==> config.mk <==
export PLATFORM = sky130hd
export DESIGN_NAME = serial_ctrl
export DESIGN_NICKNAME = d
export VERILOG_FILES = /design/src/rtl/serial_ctrl.v /design/src/rtl/baud_tick.v
export VERILOG_INCLUDE_DIRS = /design/src /design/src/rtl
export SDC_FILE = /design/constraint.sdc
export NUM_CORES = 1
export LEC_CHECK = 0
export BUFFER_PORTS_ARGS = -buffer_cell sky130_fd_sc_hd__buf_4
export CELL_PAD_IN_SITES_DETAIL_PLACEMENT = 1
export CELL_PAD_IN_SITES_GLOBAL_PLACEMENT = 1
export CORE_MARGIN = 2
export CORE_UTILIZATION = 45
export DETAILED_ROUTE_END_ITERATION = 7
export PLACE_DENSITY_LB_ADDON = 0.1
export SLEW_MARGIN = 20
export SYNTH_ARGS = -nofsm -noshare
export SYNTH_HDL_FRONTEND = slang
export SYNTH_SLANG_ARGS = --single-unit
==> constraint.sdc <==
create_clock -name i_clk -period 5.2 [get_ports i_clk]
set_input_delay 0.26 -clock i_clk [delete_from_list [all_inputs] [get_ports i_clk]]
set_output_delay 0.26 -clock i_clk [all_outputs]
set_load 0.05 [all_outputs]
==> src/rtl/serial_map.vh <==
// Function
// - Global enable off floats both pins
// - Disable empties buffer, resets baud counter
// - Disable clears flags, sets idle flags
// - Disable aborts activity; re-enable keeps configuration
// - Length bit selects eight or nine bits
// - Parity occupies last data slot, not stored; in eight-bit mode the code keeps it in bit 7 of the data register
// - Parity enable on; type odd when set
// - Stop select gives one or two stop_bit_count
// - Break after data, low thirteen bits minimum
// - Rx ninth bit read only; tx write only
// - Transmitter disable aborts, resets, floats TX
// - TX driven only with both enables
// - Receiver disable aborts, resets, floats RX
// - RX used only with both enables; the wake detector watches RX edges without them
// - Speed bit selects high or low mode
// - Address bit set word is address, interrupts
// - Address bit clear word discarded silently
// - Wake edge only while clock off
// - Rx enable gates overrun and available
// - Idle enable gates tx idle flag
// - Empty enable gates tx empty flag
// - Idle needs empty and nothing sending
// - Rate clock over 64 or 16 times N+1
// - Start low, data lsb first, stop_bit_count
`ifndef SERIAL_MAP_VH
`define SERIAL_MAP_VH
`define ADDR_CTRL1 3'h0
`define ADDR_CTRL2 3'h1
`define ADDR_STATUS 3'h2
`define ADDR_DATA 3'h3
`define ADDR_DIVISOR 3'h4
`define C1_EN 7
`define C1_LEN 6
`define C1_PEN 5
`define C1_PTYPE 4
`define C1_STOP 3
`define C1_BRK 2
`define C1_RX8 1
`define C1_TX8 0
`define C2_TRANSMITTER_ENABLE 7
`define C2_RECEIVER_ENABLE 6
`define C2_HS 5
`define C2_ADDR 4
`define C2_WAKE 3
`define C2_RIE 2
`define C2_TX_IDLE_IRQ_ENABLE 1
`define C2_TX_EMPTY_IRQ_ENABLE 0
`define CTRL_RESET 8'h00
`define DIV_RESET 8'h00
`define OSR_LOW 7'h40
`define OSR_HIGH 7'h10
`define BREAK_BITS 4'hD
`endif

==> src/rtl/serial_ctrl.v <==
`timescale 1ns/1ps
`include "serial_map.vh"
module serial_ctrl (
    input wire i_clk, // System clock 10 MHz
    input wire i_nrst, // Async reset, low
    input wire [2:0] i_addr, // Register address
    input wire [7:0] i_wdata, // Write data
    input wire i_wr, // Write strobe
    input wire i_rd, // Read strobe
    input wire i_clk_off, // Serial clock switched off
    input wire i_rx, // RX pin level
    output reg [7:0] o_rdata, // Read data, cycle after strobe
    output reg o_tx, // TX pin output
    output reg o_tx_oe, // TX pin drive enable
    output reg o_irq, // Interrupt request flag
    output reg o_wake // Wake-up request
);
    ////////////////////////////////////////////////////////////////////
    // Registers
    reg en_ff, len_ff, pen_ff, ptype_ff, stop_ff, brk_ff, rx8_ff, tx8_ff;
    reg [7:0] ctrl2_ff;
    reg [7:0] div_ff;
    reg [7:0] txr_ff, rxr_ff;
    reg tx_holding_empty_ff, tx_idle_flag_ff, rx_data_available_ff, rx_idle_flag_ff, overrun_flag_ff, framing_error_flag_ff, parity_error_flag_ff, nf_ff;
    reg stat_read_ff; // Status read arms the clear sequence
    reg rx_prev_ff;
    wire transmitter_enable = ctrl2_ff[`C2_TRANSMITTER_ENABLE];
    wire receiver_enable = ctrl2_ff[`C2_RECEIVER_ENABLE];
    wire tx_on = en_ff & transmitter_enable;
    wire rx_on = en_ff & receiver_enable;
    wire wr_ctrl1 = i_wr && i_addr == `ADDR_CTRL1;
    wire dis_now = wr_ctrl1 && !i_wdata[`C1_EN];
    wire wr_data = i_wr && i_addr == `ADDR_DATA;
    wire rd_data = i_rd && i_addr == `ADDR_DATA;
    ////////////////////////////////////////////////////////////////////
    // Transmitter state
    localparam TX_IDLE = 2'd0;
    localparam TX_SHIFT = 2'd1;
    localparam TX_BREAK = 2'd2;
    reg [1:0] tx_st_ff;
    reg [11:0] tx_sh_ff;
    reg [3:0] tx_cnt_ff;
    wire tx_tick;
    wire tx_busy = tx_st_ff != TX_IDLE;
    baud_tick u_tx_tick (
        .i_clk(i_clk),
        .i_nrst(i_nrst),
        .i_run(tx_on && (tx_busy || !tx_holding_empty_ff || brk_ff)),
        .i_restart(1'b0),
        .i_high_speed(ctrl2_ff[`C2_HS]),
        .i_divisor(div_ff),
        .o_tick(tx_tick)
    );
    // Data bits with optional parity replacing last slot
    wire [8:0] tx_word = {tx8_ff, txr_ff};
    reg [8:0] tx_data;
    reg [3:0] tx_len;
    always @*
    begin
        tx_data = tx_word;
        tx_len = len_ff ? 4'd9 : 4'd8;
        if (pen_ff)
        begin
            if (len_ff)
                tx_data[8] = ^tx_word[7:0] ^ ptype_ff;
            else
                tx_data[7] = ^tx_word[6:0] ^ ptype_ff;
        end
    end
    // Frame: start, data, stop_bit_count, ones beyond frame length
    wire [11:0] tx_frame = len_ff ? {2'b11, tx_data, 1'b0}
                                  : {3'b111, tx_data[7:0], 1'b0};
    wire [3:0] tx_bits = 4'd2 + tx_len + {3'd0, stop_ff};
    ////////////////////////////////////////////////////////////////////
    // Receiver state
    localparam RX_IDLE = 2'd0;
    localparam RX_SHIFT = 2'd1;
    reg [1:0] rx_st_ff;
    reg [9:0] rx_sh_ff;
    reg [3:0] rx_cnt_ff;
    wire rx_tick;
    wire rx_fall = rx_prev_ff & ~i_rx;
    wire rx_start = rx_on && rx_st_ff == RX_IDLE && rx_fall;
    // Restart on the start edge puts every tick mid-bit
    baud_tick u_rx_tick (
        .i_clk(i_clk),
        .i_nrst(i_nrst),
        .i_run(rx_on && rx_st_ff != RX_IDLE),
        .i_restart(rx_start),
        .i_high_speed(ctrl2_ff[`C2_HS]),
        .i_divisor(div_ff),
        .o_tick(rx_tick)
    );
    wire [3:0] rx_len = len_ff ? 4'd9 : 4'd8;
    wire rx_last = rx_tick && rx_cnt_ff == rx_len + 4'd1;
    // Word as received: data bits then the first stop in bit 9
    wire [9:0] rx_word = len_ff ? {i_rx, rx_sh_ff[9:1]} : {i_rx, rx_sh_ff[9:2], 1'b0};
    wire [8:0] rx_data = len_ff ? rx_word[8:0] : {1'b0, rx_word[8:1]};
    wire rx_par_bad = pen_ff && ((^rx_data[8:0]) ^ ptype_ff) == 1'b0 ? 1'b0 : pen_ff;
    wire rx_addr_bit = len_ff ? rx_data[8] : rx_data[7];
    wire rx_keep = !ctrl2_ff[`C2_ADDR] || rx_addr_bit;
    ////////////////////////////////////////////////////////////////////
    // Register writes, flags, and the disable side effects
    always @(posedge i_clk or negedge i_nrst)
    begin
        if (!i_nrst)
        begin
            {en_ff, len_ff, pen_ff, ptype_ff, stop_ff, brk_ff, rx8_ff, tx8_ff} <= `CTRL_RESET;
            ctrl2_ff <= `CTRL_RESET;
            div_ff <= `DIV_RESET;
            txr_ff <= 8'h00;
            rxr_ff <= 8'h00;
            {tx_holding_empty_ff, tx_idle_flag_ff, rx_idle_flag_ff} <= 3'b111;
            {rx_data_available_ff, overrun_flag_ff, framing_error_flag_ff, parity_error_flag_ff, nf_ff} <= 5'b00000;
            stat_read_ff <= 1'b0;
            tx_st_ff <= TX_IDLE;
            tx_sh_ff <= 12'hFFF;
            tx_cnt_ff <= 4'h0;
            rx_st_ff <= RX_IDLE;
            rx_sh_ff <= 10'h000;
            rx_cnt_ff <= 4'h0;
            rx_prev_ff <= 1'b1;
            o_tx <= 1'b1;
        end
        else
        begin
            rx_prev_ff <= i_rx;
            if (i_rd)
                stat_read_ff <= (i_addr == `ADDR_STATUS);
            else if (i_wr)
                stat_read_ff <= 1'b0;
            if (wr_ctrl1)
                {en_ff, len_ff, pen_ff, ptype_ff, stop_ff, brk_ff, tx8_ff} <=
                    {i_wdata[7:2], i_wdata[`C1_TX8]};
            if (i_wr && i_addr == `ADDR_CTRL2)
                ctrl2_ff <= i_wdata;
            if (i_wr && i_addr == `ADDR_DIVISOR)
                div_ff <= i_wdata;
            // Status clear sequence: status read, then data access
            if (stat_read_ff && (rd_data || wr_data))
                {overrun_flag_ff, framing_error_flag_ff, parity_error_flag_ff, nf_ff} <= 4'b0000;
            if (stat_read_ff && rd_data)
                rx_data_available_ff <= 1'b0;
            if (wr_data)
            begin
                txr_ff <= i_wdata;
                if (stat_read_ff)
                    {tx_holding_empty_ff, tx_idle_flag_ff} <= 2'b00;
            end
            // Transmitter
            case (tx_st_ff)
                TX_IDLE:
                    if (tx_tick && !tx_holding_empty_ff)
                    begin
                        tx_sh_ff <= {1'b1, tx_frame[11:1]};
                        o_tx <= 1'b0;
                        tx_cnt_ff <= tx_bits - 4'd1;
                        tx_st_ff <= TX_SHIFT;
                        tx_holding_empty_ff <= 1'b1; // Holding register drained
                    end
                    else if (tx_tick && brk_ff)
                    begin
                        o_tx <= 1'b0;
                        tx_cnt_ff <= `BREAK_BITS - 4'd1;
                        tx_st_ff <= TX_BREAK;
                        tx_idle_flag_ff <= 1'b0;
                    end
                    else if (tx_holding_empty_ff && !brk_ff && !(wr_data && stat_read_ff))
                        tx_idle_flag_ff <= 1'b1;
                TX_SHIFT:
                    if (tx_tick)
                    begin
                        o_tx <= tx_sh_ff[0];
                        tx_sh_ff <= {1'b1, tx_sh_ff[11:1]};
                        tx_cnt_ff <= tx_cnt_ff - 4'd1;
                        if (tx_cnt_ff == 4'd0)
                        begin
                            o_tx <= 1'b1;
                            tx_st_ff <= TX_IDLE;
                        end
                    end
                TX_BREAK:
                    if (tx_tick)
                    begin
                        if (tx_cnt_ff != 4'd0)
                            tx_cnt_ff <= tx_cnt_ff - 4'd1;
                        else if (!brk_ff)
                        begin
                            o_tx <= 1'b1;
                            tx_st_ff <= TX_IDLE;
                        end
                    end
                default:
                    tx_st_ff <= TX_IDLE;
            endcase
            // Receiver
            case (rx_st_ff)
                RX_IDLE:
                    if (rx_start)
                    begin
                        rx_st_ff <= RX_SHIFT;
                        rx_cnt_ff <= 4'd0;
                        rx_idle_flag_ff <= 1'b0;
                    end
                RX_SHIFT:
                    if (rx_tick)
                    begin
                        if (rx_cnt_ff == 4'd0 && i_rx)
                        begin
                            rx_st_ff <= RX_IDLE; // False start
                            rx_idle_flag_ff <= 1'b1;
                        end
                        else
                        begin
                            rx_sh_ff <= {i_rx, rx_sh_ff[9:1]};
                            rx_cnt_ff <= rx_cnt_ff + 4'd1;
                        end
                        if (rx_last)
                        begin
                            rx_st_ff <= RX_IDLE;
                            rx_idle_flag_ff <= 1'b1;
                            if (rx_keep)
                            begin
                                if (rx_data_available_ff)
                                    overrun_flag_ff <= 1'b1; // Overrun keeps old data
                                else
                                begin
                                    rx_data_available_ff <= 1'b1;
                                    rxr_ff <= rx_data[7:0];
                                    if (len_ff && !pen_ff)
                                        rx8_ff <= rx_data[8];
                                    framing_error_flag_ff <= ~i_rx;
                                    parity_error_flag_ff <= rx_par_bad;
                                end
                            end
                        end
                    end
                default:
                    rx_st_ff <= RX_IDLE;
            endcase
            // Transmitter or receiver disable aborts its side
            if (!tx_on || (i_wr && i_addr == `ADDR_CTRL2 && !i_wdata[`C2_TRANSMITTER_ENABLE]))
            begin
                tx_st_ff <= TX_IDLE;
                tx_sh_ff <= 12'hFFF;
                o_tx <= 1'b1;
            end
            if (!rx_on || (i_wr && i_addr == `ADDR_CTRL2 && !i_wdata[`C2_RECEIVER_ENABLE]))
            begin
                rx_st_ff <= RX_IDLE;
                rx_cnt_ff <= 4'h0;
                rx_idle_flag_ff <= 1'b1;
            end
            // Global disable resets flags and buffer, keeps setup
            if (dis_now || !en_ff)
            begin
                ctrl2_ff[`C2_TRANSMITTER_ENABLE] <= 1'b0;
                ctrl2_ff[`C2_RECEIVER_ENABLE] <= 1'b0;
                brk_ff <= 1'b0;
                {rx_data_available_ff, overrun_flag_ff, framing_error_flag_ff, parity_error_flag_ff, nf_ff} <= 5'b00000;
                {tx_holding_empty_ff, tx_idle_flag_ff, rx_idle_flag_ff} <= 3'b111;
                tx_st_ff <= TX_IDLE;
                rx_st_ff <= RX_IDLE;
                o_tx <= 1'b1;
            end
        end
    end
    ////////////////////////////////////////////////////////////////////
    // Pins, interrupt, wake, read port
    always @(posedge i_clk or negedge i_nrst)
    begin
        if (!i_nrst)
        begin
            o_tx_oe <= 1'b0;
            o_irq <= 1'b0;
            o_wake <= 1'b0;
            o_rdata <= 8'h00;
        end
        else
        begin
            o_tx_oe <= tx_on && !dis_now;
            // Level request while any enabled source holds
            o_irq <= (ctrl2_ff[`C2_RIE] && (rx_data_available_ff || overrun_flag_ff))
                || (ctrl2_ff[`C2_TX_IDLE_IRQ_ENABLE] && tx_idle_flag_ff)
                || (ctrl2_ff[`C2_TX_EMPTY_IRQ_ENABLE] && tx_holding_empty_ff)
                || o_wake;
            // Wake only when the serial clock is stopped
            if (i_clk_off && ctrl2_ff[`C2_WAKE] && rx_fall)
                o_wake <= 1'b1;
            else if (!i_clk_off || !ctrl2_ff[`C2_WAKE])
                o_wake <= 1'b0;
            o_rdata <= 8'h00;
            if (i_rd)
                case (i_addr)
                    `ADDR_CTRL1: o_rdata <= {en_ff, len_ff, pen_ff, ptype_ff, stop_ff,
                                             brk_ff, rx8_ff, 1'b0};
                    `ADDR_CTRL2: o_rdata <= ctrl2_ff;
                    `ADDR_STATUS: o_rdata <= {parity_error_flag_ff, nf_ff, framing_error_flag_ff, overrun_flag_ff,
                                              rx_idle_flag_ff, rx_data_available_ff, tx_idle_flag_ff, tx_holding_empty_ff};
                    `ADDR_DATA: o_rdata <= rxr_ff;
                    `ADDR_DIVISOR: o_rdata <= div_ff;
                    default: o_rdata <= 8'h00;
                endcase
        end
    end
    // Noise detection is not modelled; its flag only clears
endmodule // serial_ctrl

==> src/rtl/baud_tick.v <==
`timescale 1ns/1ps
`include "serial_map.vh"
// Bit-rate tick: one pulse per bit time, cleared when disabled
module baud_tick (
    input wire i_clk, // System clock
    input wire i_nrst, // Async reset, low
    input wire i_run, // Counters run
    input wire i_restart, // Realign to a bit edge
    input wire i_high_speed, // Speed select
    input wire [7:0] i_divisor, // N
    output reg o_tick // Bit-time pulse
);
    reg [7:0] pre_ff;
    reg [6:0] osr_ff;
    wire [6:0] osr_top = i_high_speed ? `OSR_HIGH : `OSR_LOW;
    // Divide by (N+1) then by 64 or 16
    always @(posedge i_clk or negedge i_nrst)
    begin
        if (!i_nrst)
        begin
            pre_ff <= 8'h00;
            osr_ff <= 7'h00;
            o_tick <= 1'b0;
        end
        else if (i_restart)
        begin
            // Start half way so the first tick falls mid-bit
            pre_ff <= 8'h00;
            osr_ff <= osr_top >> 1;
            o_tick <= 1'b0;
        end
        else if (!i_run)
        begin
            pre_ff <= 8'h00;
            osr_ff <= 7'h00;
            o_tick <= 1'b0;
        end
        else
        begin
            o_tick <= 1'b0;
            if (pre_ff == i_divisor)
            begin
                pre_ff <= 8'h00;
                if (osr_ff == osr_top - 7'h01)
                begin
                    osr_ff <= 7'h00;
                    o_tick <= 1'b1;
                end
                else
                    osr_ff <= osr_ff + 7'h01;
            end
            else
                pre_ff <= pre_ff + 8'h01;
        end
    end
endmodule // baud_tick

# == Word level (Yosys, flattened, before mapping) ==
# Cells that the tools add are included.
# op_classes
mux,130
reduce_logical,85
addsub,11
eq_ne,32
bitwise,10
# ops
operator,count
1-bit two-way mux,76
7-bit two-way mux,8
8-bit two-way mux,7
8-bit one-hot mux with 5 select lines,1
12-bit two-way mux,3
4-bit two-way mux,9
2-bit two-way mux,17
1-bit logical AND,29
12-bit one-hot mux with 2 select lines,1
6-bit AND reduction,3
8-bit by 1-bit adder with 8-bit output (second input constant),2
8-bit equality test,2
7-bit by 1-bit adder with 7-bit output (second input constant),2
7-bit equality test,2
2-bit nonzero test,7
1-bit zero test,13
1-bit logical OR,12
3-bit != test (second input constant),4
4-bit by 3-bit != test with 1-bit output (second input constant),3
4-bit != test (second input constant),3
4-bit one-hot mux with 3 select lines,1
10-bit two-way mux,1
5-bit != test (second input constant),2
5-bit AND reduction,2
other kinds (35),58
# word_totals
ff_bits,128
elab_cells,308

# == Depth between registers and ports, before layout ==
# logic_depth
depth_word,13
ltp_mapped,8
mapped_depth_nobuf,7

# == Hierarchy ==
# Synthesis repeated with hierarchy kept, for this count alone.
# hier_totals
hier_cells,608
hier_area_um2,6552.5
# modules_own_cells
module,cells_each,area_per_inst_um2,instances,seq_area_each_um2
serial_ctrl,422,4560.6,1,2269.7
baud_tick,93,996.0,2,400.4

# == Worst setup path before layout ==
# OpenSTA, ideal clock, no wires.
# synth_path
path_type,flip-flop to flip-flop
startpoint,register rx_cnt_ff[0]
endpoint,register rx_cnt_ff[3]
t_required_ps,5131
setup_time_ps,69
path_stages_with_launch,8
arrival_ps,1773
slack_ps,3358
path_cell_list,dfrtp_1 > inv_1 > ha_1 > and4bb_2 > nor2_4 > nor4_2 > or4b_1 > nand3_1
# synth_via
elab_chain_cells,5
elab_cells_between_ends,9
# synth_rtl
element,line,source
start: declaration,serial_ctrl.v:80,reg [3:0] rx_cnt_ff;
start signal: assignment,serial_ctrl.v:216,rx_cnt_ff <= rx_cnt_ff + 4'd1;
4-bit by 1-bit adder with 4-bit output,serial_ctrl.v:216,
4-bit two-way mux,serial_ctrl.v:208,if (rx_cnt_ff == 4'd0 && i_rx)
4-bit two-way mux,serial_ctrl.v:206,if (rx_tick)
4-bit one-hot mux with 2 select lines,serial_ctrl.v:197,case (rx_st_ff)
4-bit two-way mux,serial_ctrl.v:248,if (!rx_on || (i_wr && i_addr == `ADDR_CTRL2 && !i_wdata[`C2_RECEIVER_ENABLE]))
# Parallel ways exist; a longest one is shown, timed or not. The select of a mux whose other input is x is not followed.
# A chain may end at the register's enable or synchronous reset.

# == Worst setup path after layout ==
# layout_path
startpoint,register len_ff
endpoint,register rx8_ff
# layout_via
elab_chain_cells,5
elab_cells_between_ends,9
# layout_rtl
element,line,source
start: declaration,serial_ctrl.v:20,"reg en_ff, len_ff, pen_ff, ptype_ff, stop_ff, brk_ff, rx8_ff, tx8_ff;"
start signal: assignment,serial_ctrl.v:108,"{en_ff, len_ff, pen_ff, ptype_ff, stop_ff, brk_ff, rx8_ff, tx8_ff} <= `CTRL_RESET;"
start signal: assignment,serial_ctrl.v:133,"{en_ff, len_ff, pen_ff, ptype_ff, stop_ff, brk_ff, tx8_ff} <="
1-bit two-way mux,serial_ctrl.v:94,wire [3:0] rx_len = len_ff ? 4'd9 : 4'd8;
4-bit by 1-bit adder with 4-bit output,serial_ctrl.v:95,wire rx_last = rx_tick && rx_cnt_ff == rx_len + 4'd1;
4-bit equality test,serial_ctrl.v:95,
1-bit logical AND,serial_ctrl.v:95,
6-bit AND reduction (no source line),-,
end signal: assignment,serial_ctrl.v:108,
end signal: assignment,serial_ctrl.v:231,rx8_ff <= rx_data[8];
end: declaration,serial_ctrl.v:20,
# Parallel ways exist; a longest one is shown, timed or not.

==> metrics.md <==
| Metric | Value |
|---|---|
| Run status | `finished with violations` |
| Violated checks | `negative hold slack` |
| Layout cells sized above 1 | `0.1991` |
| H-tree levels | `4` |
| Site Rows | `43` |
| Clock Sinks | `122` |
| Max_cap viols | `0` |
| Mapped Nets | `640` |
| I/O pins | `29` |
| Maximum vdd drop | `246.0 uV` |
| Clock tree buffer depth | `2` |
| Period minus WS final | `about 2700 ps` |
| Critical Path Source Type | `flop` |
| Asr flop ratio synth | `1.000` |
| Synth area leaders | `dfrtp_1 (42%), mux2_2 (6.2%), dfstp_2 (5.8%)` |
| Root Buffer | `clkbuf_16` |
| Worst-path fanout max | `21` |
| Number of diodes | `0` |
| Chip Height | `123.0 um` |
| P_leak | `3.171 nW` |
| GR Overflow Total | `0` |
| Gpl congestion | `roughly 0.80` |
| Syn-to-layout area delta | `14.70%` |
| Reg2reg end | `rx8_ff$_DFFE_PN0P_` |
| Die ar. | `15140 sq um` |
| Worst R2R Path Depth | `5` |
| Slew headroom | `0.3677` |
| Worst clock skew | `around 8.5 ps` |
| Post-synthesis cell type count | `71` |
| Critical R2R Launch | `len_ff$_DFFE_PN0P_` |
| Critical Path RT | `roughly 5500 ps` |
| Clock transition at path regs | `60 ps` |
| Pwr dens | `352.4 nW/um^2` |
| Starting Density | `0.4593` |
| Num CTS Buffers | `17` |
| Drt drc | `0` |
| Number of antenna-violating nets in the routed design | `0` |
| Worst-skew pair later-pin latency | `420 ps` |
| Final Hold Violating Endpoints | `1` |
| Vias in the first global route | `5030` |
| RSZ-0062 raised after global routing | `false` |
| Worst-Margin Slew | `938.2 ps` |
| Die Wd | `between 100 and 150 um` |
| CORE AREA | `between 10000 and 15000 sq um` |
| Crit path kind | `reg2reg` |
| Yosys warns | `0` |
| Via/cell ratio | `approximately 5.7` |
| Post-synth EDFFs | `0` |
| Commonest cells post-synth | `dfrtp_1 (108), nand2_1 (59), nor2_1 (53)` |
| Count leader, synth | `dfrtp_1` |
| Critical path data arrival time | `3000 ps` |
| Syn Std Cell Area | `between 6000 and 7000 sq um` |
| Total routed wirelength | `16650 um` |
| Final HPWL DP | `11700 um` |
| Final Util | `0.5269` |
| Worst min-delay path class | `in2async` |
| First-pass DRT Iterations | `4` |
| FF-to-FF setup slack | `about 2500 ps` |
| Avg WL per Cell | `approximately 20 um` |
| Synth Flop Type | `dfrtp_1` |
| Setup_tns | `0 ps` |
| Worst slack, placed | `around 2500 ps` |
| Synth area leader | `dfrtp_1` |
| Largest net degree at the start of global routing | `74` |
| All-Layer GR Usage | `0.2381` |
| Layout Nets | `668` |
| Post-synth top area share | `0.4239` |
| Mapped Cells | `~600` |
| Post-cts sizing count | `0` |
| Final hold slack | `-2.686 ps` |
| Post-route clock period utilization | `0.5198` |
| CP endpoint kind | `flop` |
| Power consumption | `0.002577 W` |
| Total number of vias | `4760` |
| Post-synthesis sequential area ratio | `0.4816` |
| Slew Limit Fails | `0` |
| First-pass GRT wire length | `27210 um` |
| Setup violators final | `0` |
| Max Freq | `370.0 MHz` |
| Drt initial violations | `288` |
| Syn Area/Cell | `10.42 sq um` |
| Antenna violations before repair | `0` |
| PortBufs | `28` |
| Final WS setup | `2497 ps` |
| #FFs+latches synth | `between 100 and 150` |
| TritonCTS clock tree | `done` |
[sequential cells by signal (all words and copies together), names as in the netlist, 2 cells and up]
name	flops
tx_sh_ff	9
txr_ff	8
tx_st_ff	2
div_ff	8
o_rdata	8
ctrl2_ff	8
rx_cnt_ff	4
u_tx_tick.osr_ff	7
rxr_ff	8
u_rx_tick.osr_ff	7
rx_sh_ff	9
tx_cnt_ff	4
u_tx_tick.pre_ff	8
u_rx_tick.pre_ff	8
[timing repair]
action                     CTS  global route
hold endpoints to repair     1             0
setup buffers                0             0
setup endpoints to repair    0             0
hold buffers                 1             0
[final cells by class]
type / instances / area [sq um]
Tap cell: 180 / 225.2
Fill cell: 1505 / 6568
Clock inverter: 7 / 90.09
Clock buffer: 25 / 485.5
Inverter: 17 / 63.81
Sequential cell: 122 / 3070
Multi-Input combinational cell: 451 / 3143
Timing Repair Buffer: 31 / 235.2
[critical path, cell delays in order, from the launching register on]
cell and delay (ps):
dfrtp_1 610, or3b_1 450, a211o_1 370, nor3_4 600, nand3_1 200, mux2_4 340
[power breakdown]
| group | leakage [nW] | internal (W) | switching [W] | total, W |
|---|---|---|---|---|
| logic | 1.30 | 0.000139 | 0.000177 | 0.000316 |
| registers | 1.60 | 0.00100 | 0.0000950 | 0.00110 |
| clock network | 0.277 | 0.000741 | 0.000421 | 0.00116 |
| total | 3.17 | 0.00188 | 0.000693 | 0.00258 |
[worst max-delay path by stage]
stage	start	to	slack, ps	cells after the start
2_1_floorplan	rx_cnt_ff[0]$_DFFE_PN0P_	rx_cnt_ff[3]$_DFFE_PN0P_	3360	7
3_3_place_gp	len_ff$_DFFE_PN0P_	rx8_ff$_DFFE_PN0P_	2610	5
3_5_place_dp	len_ff$_DFFE_PN0P_	rx8_ff$_DFFE_PN0P_	2520	5
4_1_cts	len_ff$_DFFE_PN0P_	rx8_ff$_DFFE_PN0P_	2470	5
5_1_grt	len_ff$_DFFE_PN0P_	rx8_ff$_DFFE_PN0P_	2280	5
6_report	len_ff$_DFFE_PN0P_	rx8_ff$_DFFE_PN0P_	2500	5
[cell usage in the layout (no fill, tap or decap), types with 8 or more instances in the layout]
cell | synthesis | routed
a21oi_1 | 30 | 30
a22oi_1 | 13 | 13
and2_1 | 8 | 8
and3_1 | 10 | 10
buf_4 | 0 | 30
clkbuf_16 | 0 | 17
dfrtp_1 | 108 | 108
dfstp_2 | 14 | 14
ha_1 | 11 | 11
inv_1 | 17 | 17
mux2_2 | 35 | 35
mux2i_1 | 22 | 22
nand2_1 | 59 | 59
nand3_1 | 28 | 28
nand3b_1 | 8 | 8
nor2_1 | 53 | 53
nor3_1 | 9 | 9
o211ai_1 | 11 | 11
o21ai_0 | 19 | 19
xnor2_1 | 17 | 17
xor2_1 | 28 | 28
[metrics by stage]
stage,instance area (sq um),cells
detailed placement,6724,800
global route,7313,833
finish,7313,833
floorplan,6376,612
CTS,7310,833
global placement,6724,800
[layer usage]
metal	global-route usage	wire length (um)	up-vias
li1	-	-	2248
met1	0.3082	7423	2435
met2	0.4044	8542	64
met3	0.04336	464	13
met4	0.07813	215	0
met5	0	0	-
[cell families after synthesis]
| family | count (synthesis) | share of synthesized area |
|---|---|---|
| compound gates | 113 | 0.1185 |
| flops | 122 | 0.4816 |
| xor+xnor | 46 | 0.06535 |
| fa+ha+maj | 11 | 0.02159 |
| mux | 58 | 0.09870 |
| simple gates | 223 | 0.1870 |
| buf+inv | 39 | 0.02727 |
Note: power is estimated with default switching activity, not from simulation.
